$ cat config.mk
export PLATFORM = sky130hd
export DESIGN_NAME = csp_clock_select
export DESIGN_NICKNAME = d
export VERILOG_FILES = /design/src/csp_pkg.sv /design/src/csp_clock_select.sv
export SDC_FILE = /design/constraint.sdc
export NUM_CORES = 1
export LEC_CHECK = 0
export BUFFER_PORTS_ARGS = -buffer_cell sky130_fd_sc_hd__buf_2
export CORE_ASPECT_RATIO = 1.1
export CORE_MARGIN = 2
export CORE_UTILIZATION = 50
export CTS_CLUSTER_SIZE = 28
export DETAILED_ROUTE_END_ITERATION = 12
export PLACE_DENSITY = 0.77
export SLEW_MARGIN = 40
export SYNTH_ARGS = -nofsm -noshare
export SYNTH_HDL_FRONTEND = slang
export SYNTH_SLANG_ARGS = --single-unit
$ cat constraint.sdc
create_clock -name aclk -period 3 [get_ports aclk]
set_input_delay 0.6 -clock aclk [delete_from_list [all_inputs] [get_ports aclk]]
set_output_delay 0.6 -clock aclk [all_outputs]
set_load 0.005 [all_outputs]
$ cat src/csp_pkg.sv
package csp_pkg;

    // Register byte offsets
    localparam logic [3:0] OFS_OSC_CTRL = 4'h0;
    localparam logic [3:0] OFS_CLK_DIV  = 4'h4;
    localparam logic [3:0] OFS_PLL_FBD  = 4'h8;
    localparam logic [3:0] OFS_UNLOCK   = 4'hC;

    // Oscillator control field positions
    localparam int CUR_SRC_LSB  = 12;
    localparam int REQ_SRC_LSB  = 8;
    localparam int SRC_LOCK_BIT = 7;
    localparam int PIN_LOCK_BIT = 6;
    localparam int PLL_LOCK_BIT = 5;
    localparam int CLK_FAIL_BIT = 3;
    localparam int SEC_EN_BIT   = 1;
    localparam int SW_REQ_BIT   = 0;

    // Clock divisor field positions, writable mask and reset value
    localparam int          FRC_DIV_LSB  = 8;
    localparam int          PLL_POST_LSB = 6;
    localparam int          PLL_PRE_LSB  = 0;
    localparam logic [15:0] CLK_DIV_MASK = 16'h07DF;
    localparam logic [15:0] CLK_DIV_RST  = 16'h0040;

    // PLL feedback writable mask and reset value
    localparam logic [15:0] PLL_FBD_MASK = 16'h01FF;
    localparam logic [15:0] PLL_FBD_RST  = 16'h0030;

    // Unlock keys, written in this order to the unlock register
    localparam logic [15:0] UNLOCK_KEY_A = 16'h00A5;
    localparam logic [15:0] UNLOCK_KEY_B = 16'h005A;

    // Source codes
    localparam logic [2:0] SRC_FRC      = 3'h0;
    localparam logic [2:0] SRC_FRC_PLL  = 3'h1;
    localparam logic [2:0] SRC_PRI      = 3'h2;
    localparam logic [2:0] SRC_PRI_PLL  = 3'h3;
    localparam logic [2:0] SRC_SEC      = 3'h4;
    localparam logic [2:0] SRC_SLOW_RC  = 3'h5;
    localparam logic [2:0] SRC_FRC_DIV16 = 3'h6;
    localparam logic [2:0] SRC_FRC_DIVN = 3'h7;

    // Primary submodes
    localparam logic [1:0] SUB_FAST_XTAL = 2'h2;
    localparam logic [1:0] SUB_STD_XTAL  = 2'h1;
    localparam logic [1:0] SUB_EXT_CLK   = 2'h0;

    // Cycles of the new source before the multiplexer moves
    localparam logic [3:0] SETTLE_CYCLES = 4'hA;

    // AXI responses
    localparam logic [1:0] RESP_OKAY   = 2'h0;
    localparam logic [1:0] RESP_SLVERR = 2'h2;

    typedef enum logic [3:0] {
        ST_IDLE   = 4'b0001,
        ST_START  = 4'b0010,
        ST_WAIT   = 4'b0100,
        ST_SETTLE = 4'b1000
    } csp_state_t;

endpackage : csp_pkg

$ cat src/csp_clock_select.sv
`timescale 1ns/1ps
// What this block does
// - Fast RC divided by selectable postscale factor
// - Power-on source taken from configuration fields
// - Three-bit configuration code selects clock mode
// - Submode picks primary crystal or external clock
// - Erased configuration starts in divided fast RC
// - System clock halved for instruction clock
// - PLL input divided by two through 33
// - Feedback factor multiplies VCO input
// - VCO output divided by 2, 4, 8
// - PLL output is input times M over N1N2
// - Feedback factor is field plus two
// - Postscale decode, code 10 reserved
// - Fast RC postscale decode, 111 gives 256
// - Control writes ignored without unlock sequence
// - Current source field reports active source
// - Requested source field, reset from configuration
// - Source lock bit freezes clock switching while the clock monitor is disabled
// - Pin lock bit rejects pin select writes
// - PLL lock flag only when locked and used
// - Clock fail flag sticky until software clears or a valid switch starts
// - Secondary oscillator enable bit
// - Switch request bit clears when switch completes
// - Slow RC always feeds watchdog and monitor
// - Unimplemented bits read as zero
module csp_clock_select (
    // Clock and reset
    input  wire logic        aclk,
    input  wire logic        aresetn,
    // AXI4-Lite write address and data
    input  wire logic        s_axi_awvalid,
    output logic             s_axi_awready,
    input  wire logic [3:0]  s_axi_awaddr,
    input  wire logic        s_axi_wvalid,
    output logic             s_axi_wready,
    input  wire logic [31:0] s_axi_wdata,
    input  wire logic [3:0]  s_axi_wstrb,
    // AXI4-Lite write response
    output logic             s_axi_bvalid,
    input  wire logic        s_axi_bready,
    output logic [1:0]       s_axi_bresp,
    // AXI4-Lite read
    input  wire logic        s_axi_arvalid,
    output logic             s_axi_arready,
    input  wire logic [3:0]  s_axi_araddr,
    output logic             s_axi_rvalid,
    input  wire logic        s_axi_rready,
    output logic [31:0]      s_axi_rdata,
    output logic [1:0]       s_axi_rresp,
    // Nonvolatile configuration
    input  wire logic [2:0]  initial_source_config,
    input  wire logic [1:0]  primary_submode_config,
    input  wire logic        switch_enable_config,
    input  wire logic        monitor_enable_config,
    // Oscillator status pins
    input  wire logic        source_ready_pin,
    input  wire logic        pll_lock_pin,
    input  wire logic        clock_fail_pin,
    // Clock source control
    output logic [2:0]       active_source,
    output logic             source_change,
    output logic             fast_rc_enable,
    output logic             slow_rc_enable,
    output logic             primary_enable,
    output logic [1:0]       primary_submode,
    output logic             secondary_enable,
    output logic             pll_enable,
    output logic             switch_busy,
    // Divider settings, instruction clock enable and pin select write permission
    output logic [8:0]       fast_rc_divide,
    output logic [5:0]       pll_prescale,
    output logic [9:0]       pll_multiplier,
    output logic [3:0]       pll_postscale,
    output logic             instr_clk_en,
    output logic             pin_select_write_ok
);

    function automatic logic uses_pll(input logic [2:0] src);
        uses_pll = (src == csp_pkg::SRC_FRC_PLL) ||
                   (src == csp_pkg::SRC_PRI_PLL);
    endfunction : uses_pll

    function automatic logic is_primary(input logic [2:0] src);
        is_primary = (src == csp_pkg::SRC_PRI) ||
                     (src == csp_pkg::SRC_PRI_PLL);
    endfunction : is_primary

    function automatic logic [15:0] merge(input logic [15:0] old_v,
                                          input logic [15:0] new_v,
                                          input logic [1:0]  strb);
        merge = {strb[1] ? new_v[15:8] : old_v[15:8],
                 strb[0] ? new_v[7:0] : old_v[7:0]};
    endfunction : merge

    csp_pkg::csp_state_t state_reg;
    csp_pkg::csp_state_t state_next;

    logic [2:0]  cur_src_reg;
    logic [2:0]  req_src_reg;
    logic [2:0]  target_reg;
    logic        src_lock_reg;
    logic        pin_lock_reg;
    logic        clk_fail_reg;
    logic        sec_en_reg;
    logic        sw_req_reg;
    logic [15:0] clk_div_reg;
    logic [15:0] pll_fbd_reg;
    logic        cfg_loaded_reg;
    logic        sw_en_reg;
    logic        mon_en_reg;
    logic [1:0]  submode_reg;
    logic [1:0]  unlock_reg;
    logic [3:0]  settle_reg;
    logic        half_reg;
    logic        change_reg;
    logic [2:0]  sync1_reg;
    logic [2:0]  sync2_reg;
    logic        aw_full_reg;
    logic        w_full_reg;
    logic [3:0]  aw_addr_reg;
    logic [31:0] w_data_reg;
    logic [3:0]  w_strb_reg;
    logic        bvalid_reg;
    logic [1:0]  bresp_reg;
    logic        rvalid_reg;
    logic [31:0] rdata_reg;
    logic [1:0]  rresp_reg;

    // Synchronised pins
    wire ready_s = sync2_reg[0];
    wire lock_s  = sync2_reg[1];
    wire fail_s  = sync2_reg[2];

    // Bus decode
    wire wr_fire  = aw_full_reg && w_full_reg && !bvalid_reg;
    wire rd_fire  = s_axi_arvalid && !rvalid_reg;
    wire wr_osc   = wr_fire && (aw_addr_reg == csp_pkg::OFS_OSC_CTRL);
    wire wr_div   = wr_fire && (aw_addr_reg == csp_pkg::OFS_CLK_DIV);
    wire wr_fbd   = wr_fire && (aw_addr_reg == csp_pkg::OFS_PLL_FBD);
    wire wr_key   = wr_fire && (aw_addr_reg == csp_pkg::OFS_UNLOCK);
    wire wr_map   = wr_osc || wr_div || wr_fbd || wr_key;
    wire osc_ok   = wr_osc && unlock_reg[1];
    wire lock_eff = sw_en_reg && !mon_en_reg && src_lock_reg;

    // Register images
    wire pll_lock_flag = lock_s && uses_pll(cur_src_reg);
    wire [15:0] osc_val = {1'b0, cur_src_reg, 1'b0, req_src_reg,
                           src_lock_reg, pin_lock_reg, pll_lock_flag,
                           1'b0, clk_fail_reg, 1'b0, sec_en_reg,
                           sw_req_reg};
    wire [15:0] osc_new = merge(osc_val, w_data_reg[15:0], w_strb_reg[1:0]);
    wire [15:0] div_new = merge(clk_div_reg, w_data_reg[15:0],
                                w_strb_reg[1:0]) & csp_pkg::CLK_DIV_MASK;
    wire [15:0] fbd_new = merge(pll_fbd_reg, w_data_reg[15:0],
                                w_strb_reg[1:0]) & csp_pkg::PLL_FBD_MASK;
    wire [15:0] key_new = merge(16'h0000, w_data_reg[15:0],
                                w_strb_reg[1:0]);

    wire [15:0] rd_val =
        (s_axi_araddr == csp_pkg::OFS_OSC_CTRL) ? osc_val :
        (s_axi_araddr == csp_pkg::OFS_CLK_DIV)  ? clk_div_reg :
        (s_axi_araddr == csp_pkg::OFS_PLL_FBD)  ? pll_fbd_reg : 16'h0000;
    wire rd_map = (s_axi_araddr == csp_pkg::OFS_OSC_CTRL) ||
                  (s_axi_araddr == csp_pkg::OFS_CLK_DIV)  ||
                  (s_axi_araddr == csp_pkg::OFS_PLL_FBD)  ||
                  (s_axi_araddr == csp_pkg::OFS_UNLOCK);

    // Switch sequencing
    wire start_req = osc_ok && osc_new[csp_pkg::SW_REQ_BIT] &&
                     sw_en_reg && !lock_eff && (state_reg == csp_pkg::ST_IDLE);
    wire redundant = (req_src_reg == cur_src_reg);
    wire valid_sw  = (state_reg == csp_pkg::ST_START) && !redundant;
    wire new_ok    = ready_s && (!uses_pll(target_reg) || lock_s);
    wire settle_end = (state_reg == csp_pkg::ST_SETTLE) &&
                      (settle_reg == csp_pkg::SETTLE_CYCLES - 4'h1);

    always_comb
    begin
        case (state_reg)
            csp_pkg::ST_IDLE:
                state_next = sw_req_reg ? csp_pkg::ST_START : csp_pkg::ST_IDLE;
            csp_pkg::ST_START:
                state_next = redundant ? csp_pkg::ST_IDLE : csp_pkg::ST_WAIT;
            csp_pkg::ST_WAIT:
                state_next = new_ok ? csp_pkg::ST_SETTLE : csp_pkg::ST_WAIT;
            csp_pkg::ST_SETTLE:
                state_next = settle_end ? csp_pkg::ST_IDLE
                                        : csp_pkg::ST_SETTLE;
            default:
                state_next = csp_pkg::ST_IDLE;
        endcase
    end

    always_ff @(posedge aclk)
    begin
        if (!aresetn)
        begin
            state_reg  <= csp_pkg::ST_IDLE;
            settle_reg <= 4'h0;
            target_reg <= csp_pkg::SRC_FRC;
            change_reg <= 1'b0;
            half_reg   <= 1'b0;
            sync1_reg  <= 3'h0;
            sync2_reg  <= 3'h0;
        end
        else
        begin
            state_reg  <= state_next;
            settle_reg <= (state_reg == csp_pkg::ST_SETTLE) ?
                          settle_reg + 4'h1 : 4'h0;
            if (valid_sw)
                target_reg <= req_src_reg;
            change_reg <= settle_end;
            half_reg   <= !half_reg;
            sync1_reg  <= {clock_fail_pin, pll_lock_pin, source_ready_pin};
            sync2_reg  <= sync1_reg;
        end
    end

    // Oscillator control register and configuration capture
    always_ff @(posedge aclk)
    begin
        if (!aresetn)
        begin
            cfg_loaded_reg <= 1'b0;
            cur_src_reg    <= csp_pkg::SRC_FRC;
            req_src_reg    <= csp_pkg::SRC_FRC;
            sw_en_reg      <= 1'b0;
            mon_en_reg     <= 1'b0;
            submode_reg    <= csp_pkg::SUB_EXT_CLK;
            src_lock_reg   <= 1'b0;
            pin_lock_reg   <= 1'b0;
            clk_fail_reg   <= 1'b0;
            sec_en_reg     <= 1'b0;
            sw_req_reg     <= 1'b0;
            unlock_reg     <= 2'h0;
        end
        else if (!cfg_loaded_reg)
        begin
            cfg_loaded_reg <= 1'b1;
            cur_src_reg    <= initial_source_config;
            req_src_reg    <= initial_source_config;
            sw_en_reg      <= switch_enable_config;
            mon_en_reg     <= monitor_enable_config;
            submode_reg    <= primary_submode_config;
        end
        else
        begin
            if (settle_end)
                cur_src_reg <= target_reg;
            if (osc_ok && !lock_eff)
                req_src_reg <= osc_new[csp_pkg::REQ_SRC_LSB +: 3];
            if (osc_ok)
            begin
                src_lock_reg <= osc_new[csp_pkg::SRC_LOCK_BIT];
                pin_lock_reg <= osc_new[csp_pkg::PIN_LOCK_BIT];
                sec_en_reg   <= osc_new[csp_pkg::SEC_EN_BIT];
            end
            if (fail_s)
                clk_fail_reg <= 1'b1;
            else if (valid_sw ||
                     (osc_ok && !osc_new[csp_pkg::CLK_FAIL_BIT]))
                clk_fail_reg <= 1'b0;
            if (start_req)
                sw_req_reg <= 1'b1;
            else if (settle_end || ((state_reg == csp_pkg::ST_START) &&
                                    redundant))
                sw_req_reg <= 1'b0;
            if (wr_key)
                unlock_reg <= (key_new == csp_pkg::UNLOCK_KEY_B &&
                               unlock_reg[0]) ? 2'b10 :
                              (key_new == csp_pkg::UNLOCK_KEY_A) ? 2'b01
                                                                 : 2'b00;
            else if (wr_map)
                unlock_reg <= 2'h0;
        end
    end

    // Divider registers
    always_ff @(posedge aclk)
    begin
        if (!aresetn)
        begin
            clk_div_reg <= csp_pkg::CLK_DIV_RST;
            pll_fbd_reg <= csp_pkg::PLL_FBD_RST;
        end
        else
        begin
            if (wr_div)
                clk_div_reg <= div_new;
            if (wr_fbd)
                pll_fbd_reg <= fbd_new;
        end
    end

    // AXI4-Lite slave
    always_ff @(posedge aclk)
    begin
        if (!aresetn)
        begin
            aw_full_reg <= 1'b0;
            w_full_reg  <= 1'b0;
            aw_addr_reg <= 4'h0;
            w_data_reg  <= 32'h0000_0000;
            w_strb_reg  <= 4'h0;
            bvalid_reg  <= 1'b0;
            bresp_reg   <= csp_pkg::RESP_OKAY;
            rvalid_reg  <= 1'b0;
            rdata_reg   <= 32'h0000_0000;
            rresp_reg   <= csp_pkg::RESP_OKAY;
        end
        else
        begin
            if (s_axi_awvalid && s_axi_awready)
            begin
                aw_full_reg <= 1'b1;
                aw_addr_reg <= s_axi_awaddr;
            end
            else if (wr_fire)
                aw_full_reg <= 1'b0;
            if (s_axi_wvalid && s_axi_wready)
            begin
                w_full_reg <= 1'b1;
                w_data_reg <= s_axi_wdata;
                w_strb_reg <= s_axi_wstrb;
            end
            else if (wr_fire)
                w_full_reg <= 1'b0;
            if (wr_fire)
            begin
                bvalid_reg <= 1'b1;
                bresp_reg  <= wr_map ? csp_pkg::RESP_OKAY
                                     : csp_pkg::RESP_SLVERR;
            end
            else if (s_axi_bready)
                bvalid_reg <= 1'b0;
            if (rd_fire)
            begin
                rvalid_reg <= 1'b1;
                rdata_reg  <= {16'h0000, rd_val};
                rresp_reg  <= rd_map ? csp_pkg::RESP_OKAY
                                     : csp_pkg::RESP_SLVERR;
            end
            else if (s_axi_rready)
                rvalid_reg <= 1'b0;
        end
    end

    assign s_axi_awready = !aw_full_reg && !bvalid_reg;
    assign s_axi_wready  = !w_full_reg && !bvalid_reg;
    assign s_axi_bvalid  = bvalid_reg;
    assign s_axi_bresp   = bresp_reg;
    assign s_axi_arready = !rvalid_reg;
    assign s_axi_rvalid  = rvalid_reg;
    assign s_axi_rdata   = rdata_reg;
    assign s_axi_rresp   = rresp_reg;

    // Source control outputs
    wire switching = (state_reg != csp_pkg::ST_IDLE);
    wire [2:0] frc_code = clk_div_reg[csp_pkg::FRC_DIV_LSB +: 3];
    wire [1:0] post_code = clk_div_reg[csp_pkg::PLL_POST_LSB +: 2];

    assign active_source    = cur_src_reg;
    assign source_change    = change_reg;
    assign switch_busy      = switching;
    assign slow_rc_enable   = 1'b1;
    assign fast_rc_enable   = !cur_src_reg[2] || cur_src_reg[1] ||
                              (switching && (!target_reg[2] || target_reg[1]))
                              ? !(is_primary(cur_src_reg) && !switching)
                              : 1'b0;
    assign primary_enable   = is_primary(cur_src_reg) ||
                              (switching && is_primary(target_reg));
    assign primary_submode  = submode_reg;
    assign secondary_enable = sec_en_reg ||
                              (cur_src_reg == csp_pkg::SRC_SEC) ||
                              (switching && target_reg == csp_pkg::SRC_SEC);
    assign pll_enable       = uses_pll(cur_src_reg) ||
                              (switching && uses_pll(target_reg));
    assign fast_rc_divide   = (frc_code == 3'h7) ? 9'h100
                                                 : 9'h001 << frc_code;
    assign pll_prescale     = {1'b0, clk_div_reg[csp_pkg::PLL_PRE_LSB +: 5]}
                              + 6'h02;
    assign pll_multiplier   = {1'b0, pll_fbd_reg[8:0]} + 10'h002;
    assign pll_postscale    = (post_code == 2'h0) ? 4'h2 :
                              (post_code == 2'h1) ? 4'h4 :
                              (post_code == 2'h3) ? 4'h8 : 4'h0;
    assign instr_clk_en     = half_reg;
    assign pin_select_write_ok = !pin_lock_reg;

    a_fail_sticky: assert property (@(posedge aclk)
        disable iff (!aresetn)
        (fail_s && cfg_loaded_reg) |=> clk_fail_reg)
        else $error("clock fail flag lost");
    a_locked_write: assert property (@(posedge aclk)
        disable iff (!aresetn)
        (wr_osc && !unlock_reg[1] && cfg_loaded_reg) |=> $stable(req_src_reg))
        else $error("locked write changed request");
    a_no_switch_off: assert property (@(posedge aclk)
        disable iff (!aresetn)
        (cfg_loaded_reg && !sw_en_reg) |-> !sw_req_reg)
        else $error("switch request set while switching disabled");
    a_lock_unused: assert property (@(posedge aclk)
        disable iff (!aresetn)
        !uses_pll(cur_src_reg) |-> !osc_val[csp_pkg::PLL_LOCK_BIT])
        else $error("lock flag without pll in use");
    a_settle_time: assert property (@(posedge aclk)
        disable iff (!aresetn)
        $rose(state_reg == csp_pkg::ST_SETTLE) |->
            ##9 (state_reg == csp_pkg::ST_SETTLE) ##1
            (state_reg == csp_pkg::ST_IDLE && cur_src_reg == target_reg))
        else $error("settle length wrong");
    a_cur_stable: assert property (@(posedge aclk)
        disable iff (!aresetn)
        (cfg_loaded_reg && !settle_end) |=> $stable(cur_src_reg))
        else $error("source moved outside switch point");
    a_frc_div256: assert property (@(posedge aclk)
        disable iff (!aresetn)
        (frc_code == 3'h7) |-> (fast_rc_divide == 9'h100))
        else $error("fast rc divide 256 wrong");
    a_post_div8: assert property (@(posedge aclk)
        disable iff (!aresetn)
        (post_code == 2'h3) |-> (pll_postscale == 4'h8))
        else $error("postscale 8 wrong");
    a_instr_half: assert property (@(posedge aclk)
        disable iff (!aresetn)
        instr_clk_en |=> !instr_clk_en ##1 instr_clk_en)
        else $error("instruction clock not halved");
    a_src_frozen: assert property (@(posedge aclk)
        disable iff (!aresetn)
        (lock_eff && state_reg == csp_pkg::ST_IDLE && !sw_req_reg) |=>
            !sw_req_reg)
        else $error("switch started while source locked");

endmodule : csp_clock_select

# Word-level counts from Yosys, hierarchy flattened
# Cells that the tools add are included.
[word_totals]
regBits = 102
mem_count = 0
rom_bits = 0
inputBits = 61
mem_bits_rw = 0
out_inout_bits = 84
latch_bits = 0
[classes]
n_shift = 1
bitwise_logic = 0
addsub = 3
div_mod_pow = 0
eq_ne = 29
reduce_logical = 86
muxes = 39
order_cmp = 0
mul = 0
[op_table]
columns = ["cell", "count"]
rows = [
  ["logical AND 1 bit", 31],
  ["equality test 4 bit, second input constant", 6],
  ["2-to-1 mux 4 bit", 6],
  ["logical OR 1 bit", 20],
  ["2-to-1 mux 3 bit", 6],
  ["2-to-1 mux 9 bit", 2],
  ["AND reduction 2 bit", 9],
  ["equality test 16 x 7 -> 1 bit, second input constant", 1],
  ["equality test 16 x 8 -> 1 bit, second input constant", 1],
  ["2-to-1 mux 8 bit", 2],
  ["case mux 4 bit (4 select lines)", 1],
  ["logical NOT 1 bit", 15],
  ["2-to-1 mux 15 bit", 1],
  ["2-to-1 mux 1 bit", 14],
  ["nonzero test 2 bit", 7],
  ["equality test 3 x 2 -> 1 bit, second input constant", 4],
  ["equality test 4 x 3 -> 1 bit, second input constant", 3],
  ["2-to-1 mux 2 bit", 6],
  ["2-to-1 mux 11 bit", 1],
  ["adder 9 x 2 -> 10 bit, second input constant", 1],
  ["equality test 3 bit, second input constant", 3],
  ["left shift 1 x 3 -> 9 bit, first input constant", 1],
  ["logical NOT 4 bit", 2],
  ["adder 5 x 2 -> 6 bit, second input constant", 1],
  ["other kinds (11)", 14],
]

# Depth between registers and ports, before layout
[logic_depth]
ltp_word = 10
depth_mapped = 7

# Worst setup path before layout
# No wires, ideal clock.
[synth_path]
path_type = "reg-to-output"
from = "register state_reg[1]"
to = "output secondary_enable"
slack_ns = 1.153
path_buffers = 0
required_time_ns = 2.400
arrival_ns = 1.247
path_stages_with_launch = 4
cell_sequence = "dfxtp_1 nor4b_2 inv_1 a311o_1"
[synth_between]
elab_chain_len = 3
[synth_lines]
columns = ["item", "line", "rtl"]
rows = [
  ["start: declaration", "csp_clock_select.sv:96", "csp_pkg::csp_state_t state_reg;"],
  ["start signal: assignment", "csp_clock_select.sv:199", "state_reg <= csp_pkg::ST_IDLE;"],
  ["start signal: assignment", "csp_clock_select.sv:209", "state_reg <= state_next;"],
  ["!= test 4 x 1 -> 1 bit", "csp_clock_select.sv:360", "wire switching = (state_reg != csp_pkg::ST_IDLE);"],
  ["named net switch_busy", "csp_clock_select.sv:69", "output logic switch_busy,"],
  ["logical AND 1 bit", "csp_clock_select.sv:377", "(switching && target_reg == csp_pkg::SRC_SEC);"],
  ["logical OR 1 bit", "csp_clock_select.sv:376", "(cur_src_reg == csp_pkg::SRC_SEC) ||"],
  ["end: declaration", "csp_clock_select.sv:67", "output logic secondary_enable,"],
]
# The timed path passes the listed nets, and every way through them passes these cells.

# Worst setup path after layout
[layout_path]
from = "register state_reg[1]"
to = "output secondary_enable"
[layout_between]
elab_chain_len = 3
[layout_lines]
columns = ["item", "line"]
rows = [
  ["!= test 4 x 1 -> 1 bit", "csp_clock_select.sv:360"],
  ["logical AND 1 bit", "csp_clock_select.sv:377"],
  ["logical OR 1 bit", "csp_clock_select.sv:376"],
]
# Every way passes these cells.

==> implementation parameters <==
Parameter                              Value

Logic synthesis
  Compound-cell area share of the yosys netlist    12.0%
  Cell Area, Synth    0.00461 sq mm
  Area share of and/or/nand/nor cells after synthesis    23.6%
  Synth area leaders    sky130_fd_sc_hd__dfxtp_1 43%, sky130_fd_sc_hd__mux2i_1 10%, sky130_fd_sc_hd__nor2b_1 7.9%, sky130_fd_sc_hd__nand2_1 4.2%, sky130_fd_sc_hd__buf_4 4.1%
  Arithmetic-cell share of the synthesized area counting full adders, half adders and majority gates    1.09%
  Number of instances in the synthesized netlist    503
  Count of flip-flops with a built-in enable after synthesis    0
  Yosys cell types    50
  Largest area contributor in the netlist    sky130_fd_sc_hd__dfxtp_1
  XOR/XNOR share of the synthesized area    2.47%
  Synth cell count leaders    98 x sky130_fd_sc_hd__dfxtp_1, 58 x sky130_fd_sc_hd__nor2b_1, 51 x sky130_fd_sc_hd__nand2_1
  Cell with the most instances after synthesis    sky130_fd_sc_hd__dfxtp_1
  Ys flop type    sky130_fd_sc_hd__dfxtp_1
  Multiplexer fraction of the synthesized cell area    10.7%
  Async set or reset register ratio after synthesis    0%
  Post-synthesis register bit count    98
  Post-synthesis sequential area ratio    42.6%
  Share of the synthesized area in the top cell type    42.6%
  Mean Syn Cell Area    9.16 sq um
  Count of warnings emitted by yosys    0
  Dominant combinational cell family by area after synthesis    simple AND/OR/NAND/NOR gates

CTS
  Number of resized instances in the post-cts repair step    0
  TritonCTS sink count    98
  Post-CTS Setup Bufs    0
  Number of clock buffers inserted by TritonCTS    9
  Cts hold-fix bufs    0
  Worst skew pair latency    0.35 ns
  Clock tree buffer depth    2
  Count of H-tree levels built during CTS    3
  Root buffer cell    sky130_fd_sc_hd__clkbuf_8
  Post-CTS clock slew at the launch and capture registers of the worst setup and hold paths    0.08 ns
  CTS tree    done

Floorplanning
  Die span in x    95.5 um
  Initial standard-cell utilization of the core    51.7%
  Total core area    0.00892 sq mm
  Top Ports    145
  Placement row count    36
  Die height    105 um
  Area of the die    0.0100 sq mm

Final layout
  Number of diodes    0
  Count of nets after finishing    655
  Synth-to-layout area growth    15.2%
  Number of flip-flops under the largest register name    16
  Fraction of final layout cells with drive strength greater than 1    21.4%
  Post-route design area    0.00531 sq mm

Pwr
  Clock Power Share    36.8%
  Part of the power in combinational logic    8.7%
  Switching share of power    22.5%
  Leakage power    2.46 nW
  Worst ir drop on vdd    0.363 mV
  Sequential share of power    54.5%
  Internal power    0.00197 W
  Switch Pwr    0.000571 W
  Power per Cell Area    479 mW/mm^2

Global route
  Combined global-route utilization of all metal layers    21.0%
  Total global routing overflow    0
  First-pass GRT wire length    16700 um
  Vias in the first global route    3516
  Largest net degree at the start of global routing    43
  Initial antenna violation count    0

STA
  Crit path time final    2.56 ns
  Final Hold Violating Endpoints    0
  Worst max-slew margin expressed relative to the limit    56.7%
  Max Clk Rate    391 MHz
  Final setup skew    0.00627 ns
  Tcrit/Tclk final    85.2%
  Slew Limit Fails    0
  Setup repair after global routing missed its margin    no
  Transition time at the pin with the least slew margin    0.646 ns
  Total of endpoints with negative setup slack in the final report    0
  Sum of negative setup slack    0 ns

Run
  Max-capacitance violation count    0

Placement
  Gpl congestion    0.831
  Count of input and output buffers    103
  Detailed Place HPWL    7640 um
  Placed instance area    0.00508 sq mm

Worst setup path
  Kind of cell adding the most delay to the critical path    simple AND/OR/NAND/NOR gates
  Crit-path max FO    7
  Kind of end point of the critical path    output port
  Type of the worst setup path    reg -> out
  Type of origin of the critical path    register
  Worst Path Buf+Inv    2
  Cell Chain, Critical Path    nor4b_2 > inv_1 > a311o_1 > buf_2
  Arrival time at the worst endpoint    1.96 ns
  Delay of the slowest critical-path stage    0.53 ns
  Slowest library cell on the worst path    sky130_fd_sc_hd__nor4b_2
  WP data required    2.40 ns

Detailed routing
  DRT Wirelength    10200 um
  Number of routed nets with antenna violations    0
  DRC violation total after the first TritonRoute iteration    181
  Via/cell ratio    5.27
  Via count    3723
  First-pass detailed-route iteration total    5
  Avg WL per Cell    14.4 um
  Number of DRC violations after detailed routing    0

Status
  Status    completed

Worst hold path
  Classification of the worst-slack hold path    reg -> reg
## kinds of logic (layout without fill, tap and decap cells)
| family | count (synthesis) | count (layout) |
|---|---|---|
| multiplexers | 49 | 49 |
| buffers and inverters | 65 | 134 |
| AND/OR/NAND/NOR | 195 | 195 |
| AO/OA/AOI/OAI | 77 | 77 |
| flip-flops | 98 | 98 |
| adder cells (fa/ha/maj) | 4 | 4 |
| other | 2 | 23 |
| XOR/XNOR | 13 | 13 |
## metrics by stage
| step | worst slack [ns] | total power [W] | util [%] | hold WS (ns) | cells |
|---|---|---|---|---|---|
| final | 0.445 | 0.00254 | 59.5 | 0.413 | 707 |
| after floorplan | 1.15 | 0.00157 | - | 0.412 | 524 |
| after CTS | 0.437 | 0.00257 | 59.5 | 0.416 | 707 |
| after global routing | 0.304 | 0.00265 | 59.5 | 0.434 | 707 |
| after detailed placement | 0.851 | 0.00164 | 57.0 | 0.403 | 693 |
| after global placement | 0.867 | 0.00163 | 57.0 | 0.401 | 693 |
## layout make-up
class                   count  area (sq um)
clock inverters             2          60.1
repair buffers            107           546
clock buffers              12           165
well taps                 114           143
multi-input cells         361          2380
flip-flops and latches     98          1960
inverters                  13          48.8
fillers                   780          3610
## metal layers
metal	GRT usage [%]	share of wire, %
met5	0	0
met4	7.76	1.5
met3	3.82	5.2
met2	35.7	50
met1	26.1	43
## worst reg2reg max path, delay by kind of cell (launching register included)
| family | cells | cell delay [ns] |
|---|---|---|
| AND/OR/NAND/NOR | 3 | 1.11 |
| flip-flops | 1 | 0.35 |
| multiplexers | 1 | 0.32 |
## cells in the final DEF, fill, tap and decap left out, drive strengths merged, types with 7 or more instances in the layout
master	netlist	layout
nand2	51	51
and3	7	7
buf	29	107
a21boi	19	19
o21ai	14	14
inv	13	13
nor2b	58	58
a22oi	11	11
and2	9	9
nor3b	8	8
conb	2	23
dfxtp	98	98
a21oi	10	10
nand3	10	10
clkbuf	23	12
nor2	16	16
mux2i	48	48
xnor2	9	9
## power groups by stage
stage | Combinational [W] | Clock, W | Sequential, W
floorplan | 0.000172 | 0 | 0.00140
global placement | 0.000217 | 0 | 0.00142
detailed placement | 0.000222 | 0 | 0.00142
CTS | 0.000223 | 0.000961 | 0.00139
global route | 0.000252 | 0.00100 | 0.00139
finish | 0.000221 | 0.000937 | 0.00139
## worst paths after layout
kind | from | endpoint | slack (ns) | cells after the start
max | state_reg[1]$_SDFF_PN0_ | secondary_enable | 0.44 | 4
min reg2reg | instr_clk_en$_SDFF_PN0_ | instr_clk_en$_SDFF_PN0_ | 0.41 | 1
max reg2reg | s_axi_bvalid$_SDFFE_PN0P_ | pll_fbd_reg[4]$_SDFFE_PN1P_ | 1.11 | 4
min | instr_clk_en$_SDFF_PN0_ | instr_clk_en$_SDFF_PN0_ | 0.41 | 1
Note: power is estimated with default switching activity, not from simulation.
